$ cat config.mk
export PLATFORM = sky130hd
export DESIGN_NAME = dual_duty_output
export DESIGN_NICKNAME = d
export VERILOG_FILES = /design/src/verilog/duty_pkg.sv /design/src/verilog/dual_duty_output.sv /design/src/verilog/duty_channel.sv
export VERILOG_INCLUDE_DIRS = /design/src /design/src/verilog
export SDC_FILE = /design/constraint.sdc
export NUM_CORES = 1
export LEC_CHECK = 0
export BUFFER_PORTS_ARGS = -buffer_cell sky130_fd_sc_hd__buf_2
export CORE_AREA = 2 2 133 135
export CTS_BUF_LIST = sky130_fd_sc_hd__clkbuf_4 sky130_fd_sc_hd__clkbuf_8 sky130_fd_sc_hd__clkbuf_16
export CTS_CLUSTER_SIZE = 30
export DETAILED_ROUTE_END_ITERATION = 8
export DIE_AREA = 0 0 135 137
export REMOVE_ABC_BUFFERS = 1
export SLEW_MARGIN = 10
export SYNTH_ARGS = -nofsm -noshare
export SYNTH_HDL_FRONTEND = slang
export SYNTH_SLANG_ARGS = --single-unit
$ cat constraint.sdc
create_clock -name core_clk_in -period 3.3 [get_ports core_clk_in]
set_input_delay 0.165 -clock core_clk_in [delete_from_list [all_inputs] [get_ports core_clk_in]]
set_output_delay 0.165 -clock core_clk_in [all_outputs]
set_load 0.005 [all_outputs]
$ cat src/verilog/duty_consts.svh
// Constants of the dual duty-cycle output block: clock, timing, widths.
// Assumes inclusion by bare name; definitions only.
`ifndef DUTY_CONSTS_SVH
`define DUTY_CONSTS_SVH

// Core clock rate in hertz (100 ns period)
`define CORE_CLK_HZ 10000000
// Measurement interval in milliseconds
`define MEAS_INTERVAL_MS 1000
// Same interval in core clock cycles
`define MEAS_INTERVAL_CYCLES ((`CORE_CLK_HZ / 1000) * `MEAS_INTERVAL_MS)
// Waveform period in core clock cycles, a power of two
`define PWM_PERIOD_CYCLES 4096
// Width of a normalised measurement result; duty fraction = code / 2**16
`define CODE_WIDTH 16
// Receiver decode: percent humidity = offset + span * duty fraction
`define RH_OFFSET_PCT (-6.0)
`define RH_SPAN_PCT 125.0
// Receiver decode: degrees Celsius = offset + span * duty fraction
`define TEMP_OFFSET_C (-46.85)
`define TEMP_SPAN_C 175.72
// Reset values
`define RESET_CODE 16'h0000

`endif

$ cat src/verilog/duty_pkg.sv
// Types shared by the dual duty-cycle output block.
// Assumes duty_consts.svh is on the include path.
`include "duty_consts.svh"

package duty_pkg;

  typedef logic [`CODE_WIDTH-1:0] code_t;

  // One pair of results, taken together once per interval
  typedef struct packed {
    code_t humidity;
    code_t temperature;
  } meas_pair_t;

  // Which measurement the first output carries
  typedef enum logic {
    ASSIGN_TEMP_FIRST,
    ASSIGN_HUM_FIRST
  } assign_t;

endpackage
$ cat src/verilog/dual_duty_output.sv
// Top of the dual duty-cycle output block: samples the two results each
// interval and routes them to two waveform outputs under a select pin.
// Assumes results come from logic on core_clk_in; select is an async pin.
`timescale 1ns/1ps
`include "duty_consts.svh"

// Summary of operation
// - A new humidity and temperature result is taken every second and each drives a duty-cycle waveform.
// - Select high puts humidity on the first output and temperature on the second, low swaps them.
// - Each output's duty is a linear function of its result between the smallest and largest duty.
// - Humidity percent equals minus six plus 125 times the duty fraction, decoded the same way outside.
// - Temperature in Celsius equals minus 46.85 plus 175.72 times the duty fraction, decoded likewise.
// - Humidity is not clamped, so readings a little below 0 or above 100 percent pass through.
module dual_duty_output #(
  parameter int unsigned MEAS_INTERVAL_CYCLES = `MEAS_INTERVAL_CYCLES,
  parameter int unsigned PERIOD_CYCLES = `PWM_PERIOD_CYCLES
) (
  input wire logic core_clk_in,
  input wire logic rst_n_in,
  input wire logic select_in,
  input wire duty_pkg::meas_pair_t result_in,
  output logic first_pulse_output_out,
  output logic second_pulse_output_out
);
  import duty_pkg::*;

  localparam int TW = $clog2(MEAS_INTERVAL_CYCLES);
  localparam logic [TW-1:0] RELOAD = TW'(MEAS_INTERVAL_CYCLES - 1);

  // The interval counter needs at least two states
  if (MEAS_INTERVAL_CYCLES < 2) begin : g_bad_interval
    $error("dual_duty_output: MEAS_INTERVAL_CYCLES must be at least 2");
  end

  // --------------------------------------------------------------------
  // Reset release
  // --------------------------------------------------------------------
  logic [1:0] rst_pipe;
  wire logic rst_n_sync;

  // Asserts at once, releases two edges later so all flops leave together
  always_ff @(posedge core_clk_in or negedge rst_n_in) begin
    if (!rst_n_in) begin
      rst_pipe <= 2'h0;
    end else begin
      rst_pipe <= {rst_pipe[0], 1'b1};
    end
  end

  assign rst_n_sync = rst_pipe[1];

  // --------------------------------------------------------------------
  // Select pin synchroniser
  // --------------------------------------------------------------------
  logic sel_meta;
  logic sel_sync;

  // Static strap in practice, but still double-flopped; a floating pin
  // would make the assignment wander, which the board must prevent
  always_ff @(posedge core_clk_in or negedge rst_n_sync) begin
    if (!rst_n_sync) begin
      sel_meta <= 1'b0;
      sel_sync <= 1'b0;
    end else begin
      sel_meta <= select_in;
      sel_sync <= sel_meta;
    end
  end

  // --------------------------------------------------------------------
  // Output assignment mode
  // --------------------------------------------------------------------
  assign_t mode;
  wire assign_t next_mode;

  assign next_mode = sel_sync ? ASSIGN_HUM_FIRST : ASSIGN_TEMP_FIRST;

  // Registered so both channel inputs switch on the same edge
  always_ff @(posedge core_clk_in or negedge rst_n_sync) begin
    if (!rst_n_sync) begin
      mode <= ASSIGN_TEMP_FIRST;
    end else begin
      mode <= next_mode;
    end
  end

  // --------------------------------------------------------------------
  // Measurement interval timer
  // --------------------------------------------------------------------
  logic [TW-1:0] timer;
  wire logic sample_tick;
  wire logic [TW-1:0] next_timer;

  // Timer resets to zero so a result is taken straight after reset,
  // rather than showing a zero code for the first whole second
  assign sample_tick = (timer == '0);
  assign next_timer = sample_tick ? RELOAD : TW'(timer - 1'b1);

  always_ff @(posedge core_clk_in or negedge rst_n_sync) begin
    if (!rst_n_sync) begin
      timer <= '0;
    end else begin
      timer <= next_timer;
    end
  end

  // --------------------------------------------------------------------
  // Held result pair
  // --------------------------------------------------------------------
  meas_pair_t held;
  wire meas_pair_t next_held;

  // Both results are taken in one cycle so they always belong together
  assign next_held = sample_tick ? result_in : held;

  always_ff @(posedge core_clk_in or negedge rst_n_sync) begin
    if (!rst_n_sync) begin
      held <= '{humidity: `RESET_CODE, temperature: `RESET_CODE};
    end else begin
      held <= next_held;
    end
  end

  // --------------------------------------------------------------------
  // Routing to channels
  // --------------------------------------------------------------------
  wire code_t first_code;
  wire code_t second_code;
  wire logic hum_first;

  // Routing sits ahead of the channels, so a select change lands at the
  // next period start instead of splicing two waveforms mid-pulse
  assign hum_first = (mode == ASSIGN_HUM_FIRST);
  assign first_code = hum_first ? held.humidity : held.temperature;
  assign second_code = hum_first ? held.temperature : held.humidity;

  // --------------------------------------------------------------------
  // Waveform channels; both reset together and stay in phase
  // --------------------------------------------------------------------
  duty_channel #(
    .PERIOD_CYCLES(PERIOD_CYCLES)
  ) u_first (
    .clk_in(core_clk_in),
    .rst_n_in(rst_n_sync),
    .code_in(first_code),
    .pulse_out(first_pulse_output_out)
  );

  duty_channel #(
    .PERIOD_CYCLES(PERIOD_CYCLES)
  ) u_second (
    .clk_in(core_clk_in),
    .rst_n_in(rst_n_sync),
    .code_in(second_code),
    .pulse_out(second_pulse_output_out)
  );

  // --------------------------------------------------------------------
  // Checking helpers: cycles since the last sample
  // --------------------------------------------------------------------
  logic [TW-1:0] gap;
  logic seen_tick;

  always_ff @(posedge core_clk_in or negedge rst_n_sync) begin
    if (!rst_n_sync) begin
      gap <= '0;
      seen_tick <= 1'b0;
    end else begin
      gap <= sample_tick ? '0 : TW'(gap + 1'b1);
      seen_tick <= seen_tick | sample_tick;
    end
  end
endmodule // dual_duty_output

$ cat src/verilog/duty_channel.sv
// One duty-cycle output channel: period counter, shadowed duty, output flop.
// Assumes a reset already synchronised to clk_in and a code from clk_in logic.
`timescale 1ns/1ps
`include "duty_consts.svh"

module duty_channel #(
  parameter int unsigned PERIOD_CYCLES = `PWM_PERIOD_CYCLES
) (
  input wire logic clk_in,
  input wire logic rst_n_in,
  input wire duty_pkg::code_t code_in,
  output logic pulse_out
);
  import duty_pkg::*;

  localparam int CW = $clog2(PERIOD_CYCLES);
  localparam logic [CW-1:0] LAST = CW'(PERIOD_CYCLES - 1);

  // Shift-only scaling needs a power-of-two period no wider than the code
  if (PERIOD_CYCLES < 2 || PERIOD_CYCLES > (1 << `CODE_WIDTH) ||
      (PERIOD_CYCLES & (PERIOD_CYCLES - 1)) != 0) begin : g_bad_period
    $error("duty_channel: PERIOD_CYCLES must be a power of two in range");
  end

  logic [CW-1:0] cnt;
  logic [CW-1:0] duty;
  wire logic period_end;
  wire logic [CW-1:0] scaled_duty;
  wire logic [CW-1:0] next_cnt;
  wire logic [CW-1:0] next_duty;
  wire logic next_pulse;

  // Duty = code * period / 2**16 truncated; full code range kept, no clamp
  assign scaled_duty = code_in[`CODE_WIDTH-1 -: CW];
  assign period_end = (cnt == LAST);
  assign next_cnt = period_end ? '0 : CW'(cnt + 1'b1);
  // New duty only at a period boundary, so no pulse is cut short
  assign next_duty = period_end ? scaled_duty : duty;
  assign next_pulse = (next_cnt < next_duty);

  // Counter, shadow duty and registered output
  always_ff @(posedge clk_in or negedge rst_n_in) begin
    if (!rst_n_in) begin
      cnt <= '0;
      duty <= '0;
      pulse_out <= 1'b0;
    end else begin
      cnt <= next_cnt;
      duty <= next_duty;
      pulse_out <= next_pulse;
    end
  end
endmodule // duty_channel

======== After elaboration in Yosys (flattened, before gate mapping) ========
Cells that the tools add are included.
word-level totals
  input bits .............................. 35
  output and inout port bits .............. 2
  register bits ........................... 111
  word-level logic and storage cells ...... 29
cells by class
  reductions and logical operators ........ 1
  add/subtract/negate cells ............... 3
  multiplexer cells ....................... 8
  equal/unequal tests ..................... 2
  order comparisons ....................... 2
operators by type and width
  kind                   count
  $mux 12                4
  $mux 16                2
  $add 12x1->12 const B  2
  $eq 12x12->1 const B   2
  $logic_not 24->1       1
  $lt 12x12->1           2
  $mux 24                1
  $sub 24x1->24 const B  1
  $mux 1                 1

======== Logic depth before layout (Yosys ltp) ========
  word-level depth ........................ 3
  depth in mapped cells ................... 14
  depth with buffers taken out ............ 12

======== Hierarchy ========
Synthesis repeated with hierarchy kept, for this count alone.
unflattened totals
  cell total of the unflattened synthesis .. 462
  area total of the unflattened synthesis .. 5511.5 um^2
by module, submodules not included
  module            instances  seq. area each (um^2)  area an instance (um^2)  cells each
  dual_duty_output  1          1526.5                 2876.5                   224
  duty_channel      2          625.6                  1317.5                   119

======== Worst setup path after synthesis ========
OpenSTA, ideal clock, no wires.
  path kind ............................... register -> register
  from .................................... register u_first.cnt[0]
  to ...................................... register u_first.pulse_out
  path buffers ............................ 2
  required time ........................... 3235 ps
  path slack .............................. 619 ps
  clock period less this slack ............ 2681 ps
  arrival ................................. 2616 ps
  stages on the path, launching flop included .. 15
  setup time .............................. 65 ps
  cell sequence ........................... dfrtp_1 -> ha_1 -> nand3_1 -> nor2_1 -> nand3_1 -> clkbuf_1 -> buf_1 -> nand2_1 -> o21a_1 -> ha_1 -> a21o_1 -> a21oi_1 -> o221ai_1 -> nand2b_1 -> o211a_1
between the ends
  cells in the longest elaborated chain, start to end .. 3
  elaborated cells between the ends (all ways) .. 5
  classes of those cells .................. add/sub (1); order compare (1); eq/ne (1); mux (2)
RTL lines
  item                                                  RTL line                                text
  start, declared                                       duty_channel.sv:25                      logic [CW-1:0] cnt;
  start signal, assigned                                duty_channel.sv:48                      cnt <= next_cnt;
  $add 12x1->12 / $eq 12x12->1 (equally long branches)  duty_channel.sv:36, duty_channel.sv:35
  $mux 12 (on tied branches)                            duty_channel.sv:36, duty_channel.sv:38
  $lt 12x12->1 *                                        duty_channel.sv:39                      assign next_pulse = (next_cnt < next_duty);
  via u_first.next_pulse                                duty_channel.sv:31                      wire logic next_pulse;
  end signal, assigned                                  duty_channel.sv:50                      pulse_out <= next_pulse;
  end, declared                                         duty_channel.sv:12                      output logic pulse_out
The timed path passes the listed nets; every way through them passes the cells marked *.
A chain may end at the register's enable or synchronous reset.

======== Worst setup path after layout ========
  from .................................... register timer[9]
  to ...................................... register held[14] in the netlist's numbering
between the ends
  cells in the longest elaborated chain, start to end .. 1
RTL lines
  item                    RTL line                 text
  start, declared         dual_duty_output.sv:90   logic [TW-1:0] timer;
  start signal, assigned  dual_duty_output.sv:103  timer <= next_timer;
  $logic_not 24->1        dual_duty_output.sv:96   assign sample_tick = (timer == '0);
  end signal, assigned    dual_duty_output.sv:118  held <= '{humidity: `RESET_CODE, temperature: `RESET_CODE};
  end signal, assigned    dual_duty_output.sv:120  held <= next_held;
  end, declared           dual_duty_output.sv:110  meas_pair_t held;
No other way between the ends.

==> results_dict.tcl <==
set metrics [dict create \
    multiInputGateArea_sq_um 2330 \
    diodes 0 \
    cts_tree "done" \
    p_per_area_nw_per_um2 439 \
    initial_core_util_pct 29.6 \
    synth_seq_area_share_pct 51.0 \
    fmax_mhz 345 \
    grt_pass1_vias 3406 \
    drt_first_pass_iters 4 \
    crit_slowest_cell "or4_4" \
    finalSetupViolCount 0 \
    ys_seq_elements 103 \
    clk_latency_ps 340 \
    worst_slack_ps 399 \
    synthArstFlopShare_pct 100 \
    dp_hpwl_mm 6.86 \
    hold_violations 0 \
    hold_end "held[13]" \
    skew_ps 6.18 \
    synth.avg_cell_area_sq_um 11.3 \
    area_growth_pct 14.6 \
    crit_fanout 26 \
    finalSetupTns_ps 0 \
    ys_types 44 \
    layout_commonest_cell "dfrtp_1" \
    hold_start "result_in[13]" \
    post_drt_wl_per_cell_um 13.4 \
    critPathLaunchType "register" \
    detail-route-antenna-nets 0 \
    rows 48 \
    grt_usage_pct 11.2 \
    end_kind "register" \
    final_min_period_over_clock_period_pct 87.9 \
    pre_cts_ws_ps 415 \
    tightest_slew_ps 1070 \
    vias 3296 \
    grt_max_degree 84 \
    die_area_sq_um 18500 \
    io_pins 37 \
    dieHeight_um 137 \
    r2r_start "timer[9]" \
    cts_resized 0 \
    root_buffer "clkbuf_16" \
    drt_wl_total_mm 9.53 \
    whs_path_depth 2 \
    power_frac_seq_pct 51.6 \
    syn-instance-count 449 \
    worstPathArrival_ps 3130 \
    synth_flop_cell "dfrtp_1" \
    rrSetupSlack_ps 400 \
    critical_path_required_ps 3520 \
    h-tree-depth 3 \
    crit_path_frequent_cell "or4_4" \
    rsz0062_at_grt "no" \
    overflow 0 \
    worstRegToRegCells 5 \
    path_cells "or4_4 -> or4_4 -> or2_1 -> nor2_8 -> mux2_1" \
    p_sw_share_pct 21.2 \
    cts_buffers 9 \
    nFillCells 1768 \
    slowest_delay_ps 580 \
    slew_violations 0 \
    drc 0 \
    ys_warn_count 0 \
    power_leakage_uw 0.00278 \
    hp-class "input pin to register" \
    die_w_um 135 \
    path_class "register to register" \
    p_switching_uw 540 \
    r2r-end "held[14]" \
    vdd_drop_max_mv 0.294 \
    num-nets-final 542 \
    clkPwrFrac_pct 45.3 \
    cts.reportedPaths.clkPinSlew_ps 70 \
    portBuffers 28 \
    max_slew_margin_pct 28.7 \
    layout_common_cells "dfrtp_1 (102), nand2_1 (47), nor2_1 (37), buf_2 (28), mux2i_1 (26)" \
    core_area_sq_um 17100 \
    gp_congestion 0.804 \
    cap_violations 0 \
    dr.first_iter.drc_count 226 \
    via_per_inst 4.63 \
    p_int_uw 2000 \
    status "complete, no violations" \
    period_needed_ps 2900 \
    ff_latch_area_sq_um 2580 \
    synth_edf_count 0 \
    synth_area_sq_um 5050 \
    p_comb_share_pct 3.0 \
    clock_sinks 103 \
    clock_path_buffers 2 \
    drive_gt1_share_pct 15.4 \
    grt_antenna_before_repair 0 \
    grt_pass1_wl_mm 16.5 \
]
-- how the worst max path moves through the flow --
stage	start	end	cells past startpoint
after global placement	timer[9]	held[12]	5
after global routing	timer[0]	held[14]	7
final	timer[9]	held[14]	5
after detailed placement	timer[9]	held[14]	5
after CTS	timer[9]	held[14]	5
after floorplan	rst_pipe[1]	held[10]	0
-- through the flow --
step / utilization, % / hold WS [ps] / area (sq um) / power, uW / instances
detailed placement: 31.9 / -48.2 / 5450 / 1420 / 694
finish: 33.9 / 43.0 / 5790 / 2540 / 712
global placement: 31.9 / -50.4 / 5450 / 1410 / 694
CTS: 33.9 / 40.7 / 5790 / 2570 / 712
global route: 33.9 / 38.9 / 5790 / 2640 / 712
floorplan: - / -131 / 4960 / 1380 / 435
-- cell usage after synthesis (all sizes together) (7+ instances only) --
master    n  area, sq um
a21o      9         67.6
a21oi    16         80.1
clkbuf    9         33.8
dfrtp   103         2580
ha       25          313
inv      15         56.3
mux2     25          357
mux2i    26          260
nand2    47          176
nand3    11         55.1
nand4     7         43.8
nor2     38          159
nor3      8         40.0
o21a     11         82.6
o21ai    20          100
xnor2    15          131
xor2     15          131
-- cell families (layout without fill, tap and decap cells) --
group	Yosys count	after routing	share of synthesized area, %
compound gates	70	70	8.89
xor+xnor	30	30	5.20
fa+ha+maj	25	25	6.19
buf+inv	29	67	2.90
flops	103	103	51.0
mux	51	51	12.2
other cells	1	1	0.0742
simple gates	140	140	13.5
-- layout make-up --
| cell class | instances | area share [%] |
|---|---|---|
| Clock inverter | 6 | 1.60 |
| Inverter | 15 | 0.972 |
| Clock buffer | 10 | 4.02 |
| Multi-Input combinational cell | 317 | 40.2 |
| Sequential cell | 103 | 44.6 |
| Timing Repair Buffer | 36 | 3.76 |
| Tap cell | 225 | 4.86 |
-- metal layers --
layer  track usage [%]  wire [um]  vias to the layer above
met3              2.81        320                        7
met1              15.7       4990                     1604
met5                 0          0                        -
met4              2.78         96                        0
li1                  -          -                     1637
met2              17.3       4120                       48
-- registers in the layout, indices dropped and copies added (netlist names), 2 cells and up --
register,flops
held,24
timer,24
u_second.cnt,12
u_first.duty,12
u_second.duty,12
rst_pipe,2
u_first.cnt,12
-- repair_timing --
action	4_1_cts	5_1_grt
setup buffers	0	0
hold buffers	2	0
endpoints found under the hold margin	3	0
-- critical path: cells and delay by family (launching register included) --
family           cells  cell delay (ps)
AND/OR/NAND/NOR      4             1950
flip-flops           1              430
multiplexers         1              380
-- power groups by stage --
stage | sequential [uW] | combinational [uW] | clock, uW
2_1_floorplan | 1340 | 40.5 | 0
3_3_place_gp | 1340 | 75.1 | 0
3_5_place_dp | 1340 | 76.9 | 0
4_1_cts | 1310 | 78.8 | 1180
5_1_grt | 1320 | 85.8 | 1240
6_report | 1310 | 77.2 | 1150
Power figures use the tool's default switching activity.
